==> src/rtl/asmc_pkg.sv <==
// Purpose: Constants for the asynchronous memory module controller
// Assumes: 100 MHz ref_clk, 10 ns period
// Notes:   Times in ns; cycle counts derived from them
package asmc_pkg;
  localparam int CLK_PERIOD_NS = 10;
  localparam int ADDR_W        = 16;
  localparam int DATA_W        = 32;
  localparam int LANES         = 4;
  // Fastest grade
  localparam int READ_CYCLE_MIN_NS       = 20;
  localparam int ADDR_TO_DATA_MAX_NS     = 20;
  localparam int SELECT_TURN_OFF_NS      = 9;
  localparam int DRIVE_OFF_NS            = 7;
  localparam int WRITE_CYCLE_MIN_NS      = 20;
  localparam int WRITE_PULSE_MIN_NS      = 15;
  localparam int DATA_SETUP_MIN_NS       = 10;
  localparam int RETENTION_RECOVERY_NS   = READ_CYCLE_MIN_NS;
  // Slow grade alternative
  localparam int SLOW_READ_CYCLE_NS      = 45;
  localparam int SLOW_WRITE_CYCLE_NS     = 35;
  localparam int SLOW_WRITE_PULSE_NS     = 25;
  localparam int SLOW_TURN_OFF_NS        = 18;

  function automatic int ns_up(input int ns);
    int c;
    c = (ns + CLK_PERIOD_NS - 1) / CLK_PERIOD_NS;
    return (c < 1) ? 1 : c;
  endfunction

  localparam int CNT_W = 4;

  typedef enum logic [1:0] {
    ASMC_OP_READ,
    ASMC_OP_WRITE,
    ASMC_OP_SLEEP,
    ASMC_OP_WAKE
  } asmc_op_t;
endpackage

==> src/rtl/asmc_timer_if.sv <==
// Purpose: Carries load and done between controller and its timer
// Assumes: Single clock domain
// Notes:   Count is in clock cycles
`timescale 1ns/10ps
interface asmc_timer_if;
  import asmc_pkg::*;
  logic             load;
  logic [CNT_W-1:0] count;
  logic             done;
  modport ctrl  (output load, output count, input done);
  modport timer (input load, input count, output done);
endinterface

==> src/rtl/asmc_ctrl.sv <==
// Purpose: Host controller driving a 64K x 32 asynchronous memory module
// Assumes: Pins sampled synchronous to ref_clk; one request at a time
// Notes:   One shared down counter times every bus phase
// Functional notes
// - Write spans overlap of select and write strobe; framed inside it
// - Write strobe held high throughout every read
// - Select and write strobe low at least 15 ns before write end
// - Address stable 15 ns before write end; may change at end
// - Address held until write end, hold 0 ns
// - Address-driven read keeps selects low, changes only address; not used here, selects rise at the end of every read
// - Address valid no later than last select asserting
// - Select deasserted before supply drops to retention
// - One read cycle after supply returns before any access; code waits 20 ns in both grades, under the 45 ns slow read cycle
`timescale 1ns/10ps
module asmc_ctrl #(
  parameter bit FAST_GRADE = 1'b1
) (
  // Clock, reset, enable
  input  wire logic                     ref_clk,
  input  wire logic                     sys_rst,
  input  wire logic                     clk_en,
  // Request side
  input  wire logic                     req_valid,
  input  wire asmc_pkg::asmc_op_t       req_op,
  input  wire logic [asmc_pkg::ADDR_W-1:0] req_addr,
  input  wire logic [asmc_pkg::DATA_W-1:0] req_wdata,
  input  wire logic [asmc_pkg::LANES-1:0]  req_lanes,
  output logic                          req_ready,
  output logic                          rsp_valid,
  output logic [asmc_pkg::DATA_W-1:0]   rsp_rdata,
  // Memory pins
  output logic [asmc_pkg::ADDR_W-1:0]   addr_lines,
  output logic [asmc_pkg::LANES-1:0]    byte_lane_select_n,
  output logic                          write_strobe_n,
  output logic                          output_drive_n,
  input  wire logic [asmc_pkg::DATA_W-1:0] data_lines_in,
  output logic [asmc_pkg::DATA_W-1:0]   data_lines_out,
  output logic                          data_lines_oe,
  // Supply control
  output logic                          retention_req
);
  import asmc_pkg::*;

  localparam int RD_CYC = ns_up(FAST_GRADE ? READ_CYCLE_MIN_NS : SLOW_READ_CYCLE_NS);
  localparam int WR_PW  = ns_up(FAST_GRADE ? WRITE_PULSE_MIN_NS : SLOW_WRITE_PULSE_NS);
  localparam int WR_CYC = ns_up(FAST_GRADE ? WRITE_CYCLE_MIN_NS : SLOW_WRITE_CYCLE_NS);
  localparam int TOFF   = ns_up(FAST_GRADE ? SELECT_TURN_OFF_NS : SLOW_TURN_OFF_NS);
  localparam int REC    = ns_up(RETENTION_RECOVERY_NS);
  localparam logic [CNT_W-1:0] RD_CNT  = CNT_W'(RD_CYC - 1);
  localparam logic [CNT_W-1:0] WR_CNT  = CNT_W'(WR_PW - 1);
  localparam logic [CNT_W-1:0] GAP_CNT = CNT_W'(((WR_CYC > WR_PW + 1) ? WR_CYC - WR_PW : 1) - 1);
  localparam logic [CNT_W-1:0] OFF_CNT = CNT_W'(TOFF - 1);
  localparam logic [CNT_W-1:0] REC_CNT = CNT_W'(REC - 1);

  typedef enum logic [2:0] {
    ASMC_IDLE,
    ASMC_RD,
    ASMC_WR,
    ASMC_WR_GAP,
    ASMC_OFF,
    ASMC_SLEEP,
    ASMC_WAKE
  } asmc_state_t;

  asmc_state_t state_reg;
  asmc_timer_if tif ();

  asmc_timer u_timer (
    .ref_clk (ref_clk),
    .sys_rst (sys_rst),
    .clk_en  (clk_en),
    .tif     (tif)
  );

  function automatic logic accept(input logic v, input asmc_state_t s, input logic d);
    return v && s == ASMC_IDLE && d;
  endfunction

  logic take;
  assign take = accept(req_valid, state_reg, tif.done) && clk_en;

  // Timer loads
  always_comb begin
    tif.load  = 1'b0;
    tif.count = '0;
    if (take) begin
      tif.load = 1'b1;
      unique case (req_op)
        ASMC_OP_READ:  tif.count = RD_CNT;
        ASMC_OP_WRITE: tif.count = WR_CNT;
        ASMC_OP_SLEEP: tif.count = '0;
        default:       tif.count = REC_CNT;
      endcase
    end else if (clk_en && tif.done) begin
      case (state_reg)
        ASMC_RD: begin
          tif.load  = 1'b1;
          tif.count = OFF_CNT;
        end
        ASMC_WR: begin
          tif.load  = 1'b1;
          tif.count = GAP_CNT;
        end
        ASMC_SLEEP: begin
          if (req_valid && req_op == ASMC_OP_WAKE) begin
            tif.load  = 1'b1;
            tif.count = REC_CNT;
          end
        end
        default: tif.load = 1'b0;
      endcase
    end
  end

  // Sequencer
  always_ff @(posedge ref_clk) begin
    if (sys_rst) begin
      state_reg <= ASMC_IDLE;
    end else if (clk_en) begin
      case (state_reg)
        ASMC_IDLE: if (take) begin
          case (req_op)
            ASMC_OP_READ:  state_reg <= ASMC_RD;
            ASMC_OP_WRITE: state_reg <= ASMC_WR;
            ASMC_OP_SLEEP: state_reg <= ASMC_SLEEP;
            default:       state_reg <= ASMC_IDLE;
          endcase
        end
        ASMC_RD:     if (tif.done) state_reg <= ASMC_OFF;
        ASMC_WR:     if (tif.done) state_reg <= ASMC_WR_GAP;
        ASMC_WR_GAP: if (tif.done) state_reg <= ASMC_IDLE;
        ASMC_OFF:    if (tif.done) state_reg <= ASMC_IDLE;
        ASMC_SLEEP:  if (req_valid && req_op == ASMC_OP_WAKE) state_reg <= ASMC_WAKE;
        ASMC_WAKE:   if (tif.done) state_reg <= ASMC_IDLE;
        default:     state_reg <= ASMC_IDLE;
      endcase
    end
  end

  // Address and lane selects set together with the start
  always_ff @(posedge ref_clk) begin
    if (sys_rst) begin
      addr_lines         <= '0;
      byte_lane_select_n <= '1;
    end else if (clk_en) begin
      if (take && (req_op == ASMC_OP_READ || req_op == ASMC_OP_WRITE)) begin
        addr_lines         <= req_addr;
        byte_lane_select_n <= ~req_lanes;
      end else if ((state_reg == ASMC_RD || state_reg == ASMC_WR) && tif.done) begin
        byte_lane_select_n <= '1;
      end
    end
  end

  // Strobes
  always_ff @(posedge ref_clk) begin
    if (sys_rst) begin
      write_strobe_n <= 1'b1;
      output_drive_n <= 1'b1;
    end else if (clk_en) begin
      if (take && req_op == ASMC_OP_WRITE) begin
        // No strobe without a selected lane
        write_strobe_n <= (req_lanes == '0);
      end else if (state_reg == ASMC_WR && tif.done) begin
        write_strobe_n <= 1'b1;
      end
      if (take && req_op == ASMC_OP_READ) begin
        output_drive_n <= 1'b0;
      end else if (state_reg == ASMC_RD && tif.done) begin
        output_drive_n <= 1'b1;
      end
    end
  end

  // Write data; held through the terminating edge
  always_ff @(posedge ref_clk) begin
    if (sys_rst) begin
      data_lines_out <= '0;
      data_lines_oe  <= 1'b0;
    end else if (clk_en) begin
      if (take && req_op == ASMC_OP_WRITE) begin
        data_lines_out <= req_wdata;
        data_lines_oe  <= 1'b1;
      end else if (state_reg == ASMC_WR_GAP) begin
        data_lines_oe  <= 1'b0;
      end
    end
  end

  // Read capture at end of access time
  always_ff @(posedge ref_clk) begin
    if (sys_rst) begin
      rsp_valid <= 1'b0;
      rsp_rdata <= '0;
    end else if (clk_en) begin
      rsp_valid <= 1'b0;
      if (state_reg == ASMC_RD && tif.done) begin
        rsp_valid <= 1'b1;
        rsp_rdata <= data_lines_in;
      end
    end
  end

  // Retention and ready
  always_ff @(posedge ref_clk) begin
    if (sys_rst) begin
      retention_req <= 1'b0;
      req_ready     <= 1'b0;
    end else if (clk_en) begin
      if (state_reg == ASMC_SLEEP) begin
        retention_req <= 1'b1;
      end else if (state_reg == ASMC_WAKE) begin
        retention_req <= 1'b0;
      end
      req_ready <= (state_reg == ASMC_IDLE) && tif.done && !take;
    end
  end
endmodule

==> src/rtl/asmc_timer.sv <==
// Purpose: Down counter that times each bus phase
// Assumes: Synchronous active-high reset
// Notes:   done is high while count is zero
`timescale 1ns/10ps
module asmc_timer (
  // Clock and reset
  input  wire logic  ref_clk,
  input  wire logic  sys_rst,
  input  wire logic  clk_en,
  // Controller side
  asmc_timer_if.timer tif
);
  import asmc_pkg::*;
  logic [CNT_W-1:0] cnt_reg;

  always_ff @(posedge ref_clk) begin
    if (sys_rst) begin
      cnt_reg <= '0;
    end else if (clk_en) begin
      if (tif.load) begin
        cnt_reg <= tif.count;
      end else if (cnt_reg != '0) begin
        cnt_reg <= cnt_reg - 1'b1;
      end
    end
  end

  // Plain count compare; load already depends on done in the controller
  assign tif.done = (cnt_reg == '0);
endmodule

==> config.mk <==
export PLATFORM = sky130hd
export DESIGN_NAME = asmc_ctrl
export DESIGN_NICKNAME = d
export VERILOG_FILES = /design/src/rtl/asmc_pkg.sv /design/src/rtl/asmc_timer_if.sv /design/src/rtl/asmc_ctrl.sv /design/src/rtl/asmc_timer.sv
export SDC_FILE = /design/constraint.sdc
export NUM_CORES = 1
export LEC_CHECK = 0
export BUFFER_PORTS_ARGS = -buffer_cell sky130_fd_sc_hd__buf_2
export CAP_MARGIN = 20
export CORE_MARGIN = 2
export CORE_UTILIZATION = 49
export DETAILED_ROUTE_END_ITERATION = 8
export HOLD_SLACK_MARGIN = 0.12
export PLACE_DENSITY = 0.9
export SLEW_MARGIN = 20
export SYNTH_ARGS = -nofsm -noshare
export SYNTH_HDL_FRONTEND = slang
export SYNTH_SLANG_ARGS = --single-unit
export TNS_END_PERCENT = 5
==> constraint.sdc <==
create_clock -name ref_clk -period 4.5 [get_ports ref_clk]
set_clock_uncertainty 0.05 [all_clocks]
set_input_delay 0.675 -clock ref_clk [delete_from_list [all_inputs] [get_ports ref_clk]]
set_output_delay 0.675 -clock ref_clk [all_outputs]
set_load 0.1 [all_outputs]
==> flow_summary.json, run 1 <==
{
  "status": "completed",
  "critPathMaxStageDelay_ns": 0.51,
  "clockBufferDepth": 2,
  "dr_total_vias": 3660,
  "fp.dieArea_mm2": 0.00827,
  "layout-drive-gt1-share": 0.332,
  "cts.repair.resized": 0,
  "rrSetupSlack_ns": 2.33,
  "synth.avg_cell_area_um2": 8.18,
  "die_h_um": 91.0,
  "synth_warnings": 0,
  "maxSlewViolCount": 0,
  "cp_slowest_cell": "nand3_2",
  "p_per_area_mw_per_mm2": 548,
  "viasPerCell": 5.10,
  "synthMuxAreaShare": 0.0463,
  "cts_tree": "yes",
  "cts_buffers": 9,
  "cp.arrival_ns": 2.36,
  "synth_top_family_by_area": "simple AND/OR/NAND/NOR gates",
  "seqPwrFrac": 0.381,
  "finish.utilization": 0.668,
  "rows": 31,
  "antenna_cells": 0,
  "grt_pass1_vias": 3519,
  "routedWlPerCell_um": 13.0,
  "clkTransAtPathRegs_ns": 0.09,
  "hpwl_mm": 6.68,
  "final_nets": 705,
  "grt-ovfl-total": 0,
  "core-area_mm2": 0.00729,
  "period_share": 0.483,
  "place_congestion": 0.847,
  "path_class": "reg2reg",
  "rsz0062_at_grt": "no",
  "finalNonFillerCells": 717,
  "cts_root_buf": "clkbuf_8",
  "path_buf_inv": 1,
  "synth_edf_count": 0,
  "finalCriticalPeriod_ns": 2.17,
  "yosys-top-cells-area": "dfxtp_1, nand2_1, a21oi_1, mux2i_1, nor2_1",
  "switching_power_mw": 1.10,
  "clock-sinks": 97,
  "cts_hold_buf": 0,
  "p_sw_frac": 0.412,
  "dp.cells": 701,
  "dieWidth_um": 91.0,
  "synth-simple-area-share": 0.236,
  "start_util": 0.508,
  "critPathCaptureType": "flop",
  "synth_top_cell_area_share": 0.524,
  "crit_path_cell_trace": "inv_1 -> ha_1 -> and4bb_2 -> nand3_2 -> o22ai_1 -> nand2b_1",
  "worstMarginPinSlew_ns": 1.08,
  "grt_pass1_wl_mm": 15.5,
  "drt-total-wl_mm": 9.34,
  "synth_top_flop_cell": "dfxtp_1",
  "hold_viol": 0,
  "layout_top_registers": "data_lines_out (32), rsp_rdata (32), addr_lines (16)",
  "combPwrFrac": 0.362,
  "synthToLayoutAreaGrowth_pct": 31.4,
  "crit_path_max_fanout": 21,
  "antenna_found_initial": 0,
  "synth_most_common_cell": "nand2_1",
  "worstSkewPairLatency_ns": 0.35,
  "ys_seq_elements": 97,
  "track_usage": 0.225,
  "crit_family": "simple AND/OR/NAND/NOR gates",
  "drv_cap": 0,
  "synthArstFlopShare": 0,
  "yosys.area.top_type": "dfxtp_1",
  "synth-xor-area-share": 0,
  "synth-adder-area-share": 0.00675,
  "cellLeakagePower_nw": 2.25,
  "synth_area_mm2": 0.00370,
  "yosysUniqueCellTypes": 35,
  "fin_setup_tns_ns": 0,
  "drc": 0,
  "ys_seq_area_frac": 0.524,
  "synthesis.nets": 545,
  "synth_common_cells": "nand2_1, dfxtp_1, a21oi_1",
  "ant_nets": 0,
  "dr.pass1.iters": 4,
  "peakVddDrop_mv": 0.250,
  "numPortBuffers": 179,
  "setup_slack_ns": 2.33,
  "power_frac_clock": 0.257,
  "required_ns": 4.68,
  "first_iter_violations": 182,
  "setup_violations": 0,
  "critical_path.startpoint_type": "flop",
  "hold_class": "reg2reg",
  "cts_setup_buffers": 0,
  "pre_cts_slack_ns": 1.66,
  "grt_max_degree": 64,
  "p_total_mw": 2.67,
  "syn_inst": 453,
  "synth_compound_area_frac": 0.140,
  "io_pins": 180,
  "internal-power_mw": 1.57,
  "clock.fmax_mhz": 460,
  "htree_num_levels": 3,
  "timing.slew.headroom": 0.278
}
[tightest hold or removal path: stages (launching register included)]
cell and delay [ns]:
dfxtp_1 0.32, nand2_1 0.05, a21oi_1 0.05
[final cells by class]
type                            instances  area [um^2]
Fill cell                             627         2420
Sequential cell                        97         1940
Multi-Input combinational cell        315         1610
Timing Repair Buffer                  181          911
Clock buffer                           12          155
Tap cell                               99          124
Clock inverter                          4         98.8
Inverter                                9         33.8
[cells in the final DEF (no fill, tap or decap), types with 2 or more instances in the layout]
master and instances:
a21oi_1 75, and3_2 2, buf_2 179, buf_4 2, bufinv_16 3, clkbuf_8 11
dfxtp_1 97, ha_1 2, inv_1 9, mux2i_1 16, nand2_1 134, nand2b_1 9
nand3_1 3, nand3_2 2, nor2_1 24, nor2b_1 4, nor3_1 7, nor3b_1 4
nor4_1 2, o21ai_0 5, o22ai_1 5, o31ai_1 3, or3_1 3
[layer usage]
metal	part of all wire	up-vias	GRT usage
li1	-	1817	-
met1	0.42	1681	0.259
met2	0.50	139	0.402
met3	0.062	23	0.0415
met4	0.023	0	0.104
met5	0	-	0
[power by group through the flow]
stage / logic (mW) / clock network [mW] / registers (mW)
after floorplan: 0.356 / 0 / 1.46
after detailed placement: 0.960 / 0 / 1.03
after CTS: 0.963 / 0.703 / 1.01
after global placement: 0.934 / 0 / 1.03
final: 0.966 / 0.687 / 1.02
after global routing: 1.03 / 0.741 / 1.03
[cell families (layout without fill, tap and decap cells)]
family,count (synthesis),count (layout)
fa+ha+maj,2,2
mux,17,17
flops,97,97
simple gates,201,201
buf+inv,41,206
compound gates,95,95
[per-stage QoR]
stage / hold slack (ns) / cell area, um^2
2_1_floorplan: 0.415 / 3700
3_3_place_gp: 0.389 / 4600
3_5_place_dp: 0.395 / 4600
4_1_cts: 0.409 / 4860
5_1_grt: 0.433 / 4870
6_report: 0.406 / 4870
[path summary, 6_finish.rpt]
kind,startpoint,to,cells after the start
worst min register to register,rsp_rdata[27],rsp_rdata[27],2
worst max-delay path,u_timer.cnt_reg[0],byte_lane_select_n[1],6
worst max register to register,u_timer.cnt_reg[0],byte_lane_select_n[1],6
worst min-delay path,rsp_rdata[27],rsp_rdata[27],2
No activity file was read; power rests on OpenSTA's default activity.
==> run 2, diff against run 1 <==
- ABC_AREA: not set -> 1
- CORE_UTILIZATION: 49 -> 46
- PLACE_DENSITY: 0.9 -> 0.86
- clock period: 4.5 -> 2.1 ns (I/O delays scaled with it)
==> run 2 against run 1 <==
Cell area grew 2.4%; sequential power grew 130%; critical endpoint is now data_lines_out[12]; largest cell class unchanged; critical path depth grew 5; die area grew 5.6%; flip-flop and latch count is the same.
==> flow_summary.json, run 2 <==
{
  "status": "completed",
  "syn_inst": 482,
  "pre_cts_slack_ns": 0.141,
  "worstSkewPairLatency_ns": 0.36,
  "synthToLayoutAreaGrowth_pct": 35.4,
  "synthesis.nets": 574,
  "start_util": 0.476,
  "path_class": "reg2reg",
  "viasPerCell": 5.01,
  "peakVddDrop_mv": 0.725,
  "routedWlPerCell_um": 13.3,
  "ys_seq_elements": 97,
  "drv_cap": 0,
  "finalCriticalPeriod_ns": 1.86,
  "critPathMaxStageDelay_ns": 0.32,
  "maxSlewViolCount": 0,
  "cts_buffers": 9,
  "rsz0062_at_grt": "no",
  "p_per_area_mw_per_mm2": 1310,
  "grt-ovfl-total": 0,
  "first_iter_violations": 148,
  "fp.dieArea_mm2": 0.00873,
  "cp_slowest_cell": "dfxtp_1",
  "period_share": 0.884,
  "dieWidth_um": 93.5,
  "synthArstFlopShare": 0,
  "cp.arrival_ns": 2.12,
  "layout_common_cells": "buf_2, nor2_1, dfxtp_1, o21ai_0, nand2_1",
  "p_total_mw": 6.54,
  "die_h_um": 93.5,
  "clkTransAtPathRegs_ns": 0.11,
  "synth_most_common_cell": "nor2_1",
  "synth_top_flop_cell": "dfxtp_1",
  "grt_pass1_vias": 3703,
  "grt_pass1_wl_mm": 16.6,
  "clock-sinks": 97,
  "clock.fmax_mhz": 539,
  "cpMostUsedCell": "nor2_4",
  "place_area_mm2": 0.00463,
  "numPortBuffers": 179,
  "drc": 0,
  "final_common_cell": "buf_2",
  "critical_path.startpoint_type": "flop",
  "synth_common_cells": "nor2_1, dfxtp_1, o21ai_0",
  "critPathCaptureType": "flop",
  "drt-total-wl_mm": 10.3,
  "place_congestion": 1.01,
  "grt_max_degree": 67,
  "timing.slew.headroom": 0.658,
  "synth_edf_count": 0,
  "yosys-top-cells-area": "dfxtp_1, nor2_1, o21ai_0, nand2_1, clkbuf_1",
  "cts_setup_buffers": 0,
  "core-area_mm2": 0.00773,
  "finalNonFillerCells": 777,
  "dr_total_vias": 3896,
  "synth_top_cell_area_share": 0.528,
  "cts_root_buf": "clkbuf_8",
  "fill_cells": 714,
  "synth_area_mm2": 0.00368,
  "hold_class": "in2reg",
  "layout-drive-gt1-share": 0.324,
  "design_area_mm2": 0.00498,
  "hold_ws_ns": 0.121,
  "setup_violations": 0,
  "crit_path_cell_trace": "inv_1 -> ha_1 -> nand2_2 -> nor2_4 -> nand2_2 -> nor2_4 -> inv_2 -> nor2_4 -> buf_4 -> o21ai_0 -> nor2_1",
  "io_pins": 180,
  "track_usage": 0.235,
  "setup_slack_ns": 0.244,
  "htree_num_levels": 3,
  "hpwl_mm": 7.14,
  "rows": 32,
  "synth_warnings": 0,
  "cellLeakagePower_nw": 2.63,
  "dr.pass1.iters": 4,
  "worstMarginPinSlew_ns": 0.517,
  "yosysUniqueCellTypes": 25,
  "cts_tree": "yes",
  "ant_nets": 0,
  "hold_viol": 0,
  "antenna_found_initial": 0,
  "synth.avg_cell_area_um2": 7.64,
  "finish.utilization": 0.645,
  "final_nets": 762,
  "ys_seq_area_frac": 0.528,
  "yosys.area.top_type": "dfxtp_1",
  "clockBufferDepth": 2,
  "crit_path_max_fanout": 17,
  "dp.cells": 745,
  "fin_setup_tns_ns": 0,
  "required_ns": 2.36,
  "antenna_cells": 0,
  "layout_top_registers": "data_lines_out (32), rsp_rdata (32), addr_lines (16)"
}
==> run 2: cell types whose count changed after synthesis, moves of 11 or more <==
cell and change:
o21ai_0 +77, nand2_1 -99, nor2_1 +146, a21oi_1 -65, mux2i_1 -16, buf_2 -11
==> run 2: path summary, 6_finish.rpt <==
kind	from	cells past startpoint	to	slack [ns]
setup / recovery	u_timer.cnt_reg[0]	11	data_lines_out[12]	0.24
hold / removal	data_lines_in[24]	3	rsp_rdata[24]	0.12
setup reg to reg	u_timer.cnt_reg[0]	11	data_lines_out[12]	0.24
hold reg to reg	retention_req	2	retention_req	0.42
==> run 2: report_power, final <==
group / switching, mW / total [mW] / internal, mW
Sequential: 0.177 / 2.30 / 2.13
Clock: 0.696 / 1.15 / 0.453
Combinational: 2.54 / 3.09 / 0.552
Total: 3.41 / 6.54 / 3.13
==> run 2: timing repair <==
action                                  4_1_cts  5_1_grt
endpoints found under the setup margin        0       17
hold endpoints to repair                     16        0
hold buffers                                 16        0
resized for setup                             0        2
==> run 2: layer usage <==
metal	GRT usage	routed length (um)	part of all wire
met1	0.273	4210	0.41
met4	0.119	337	0.033
met3	0.0459	688	0.067
met5	0	0	0
met2	0.411	5080	0.49
==> run 2: layout make-up <==
| cell class | instances | area, um^2 | area share |
|---|---|---|---|
| timing repair buffer | 204 | 1140 | 0.228 |
| tap | 102 | 128 | 0.0256 |
| inverter | 19 | 73.8 | 0.0148 |
| clock inverter | 7 | 63.8 | 0.0128 |
| sequential | 97 | 1940 | 0.390 |
| multi-input combinational | 339 | 1520 | 0.304 |
| clock buffer | 9 | 124 | 0.0248 |
==> run 2: cells by family after synthesis <==
family	synth area share
adder cells (fa/ha/maj)	0.00680
XOR/XNOR	0.00476
AND/OR/NAND/NOR	0.254
AO/OA/AOI/OAI	0.146
flip-flops	0.528
buffers and inverters	0.0608
==> run 2: critical path: cells and delay by family (launching register included) <==
family          cells  cell delay (ns)
fa+ha+maj           1             0.20
simple gates        6             0.70
compound gates      1             0.12
buf+inv             3             0.41
flops               1             0.32
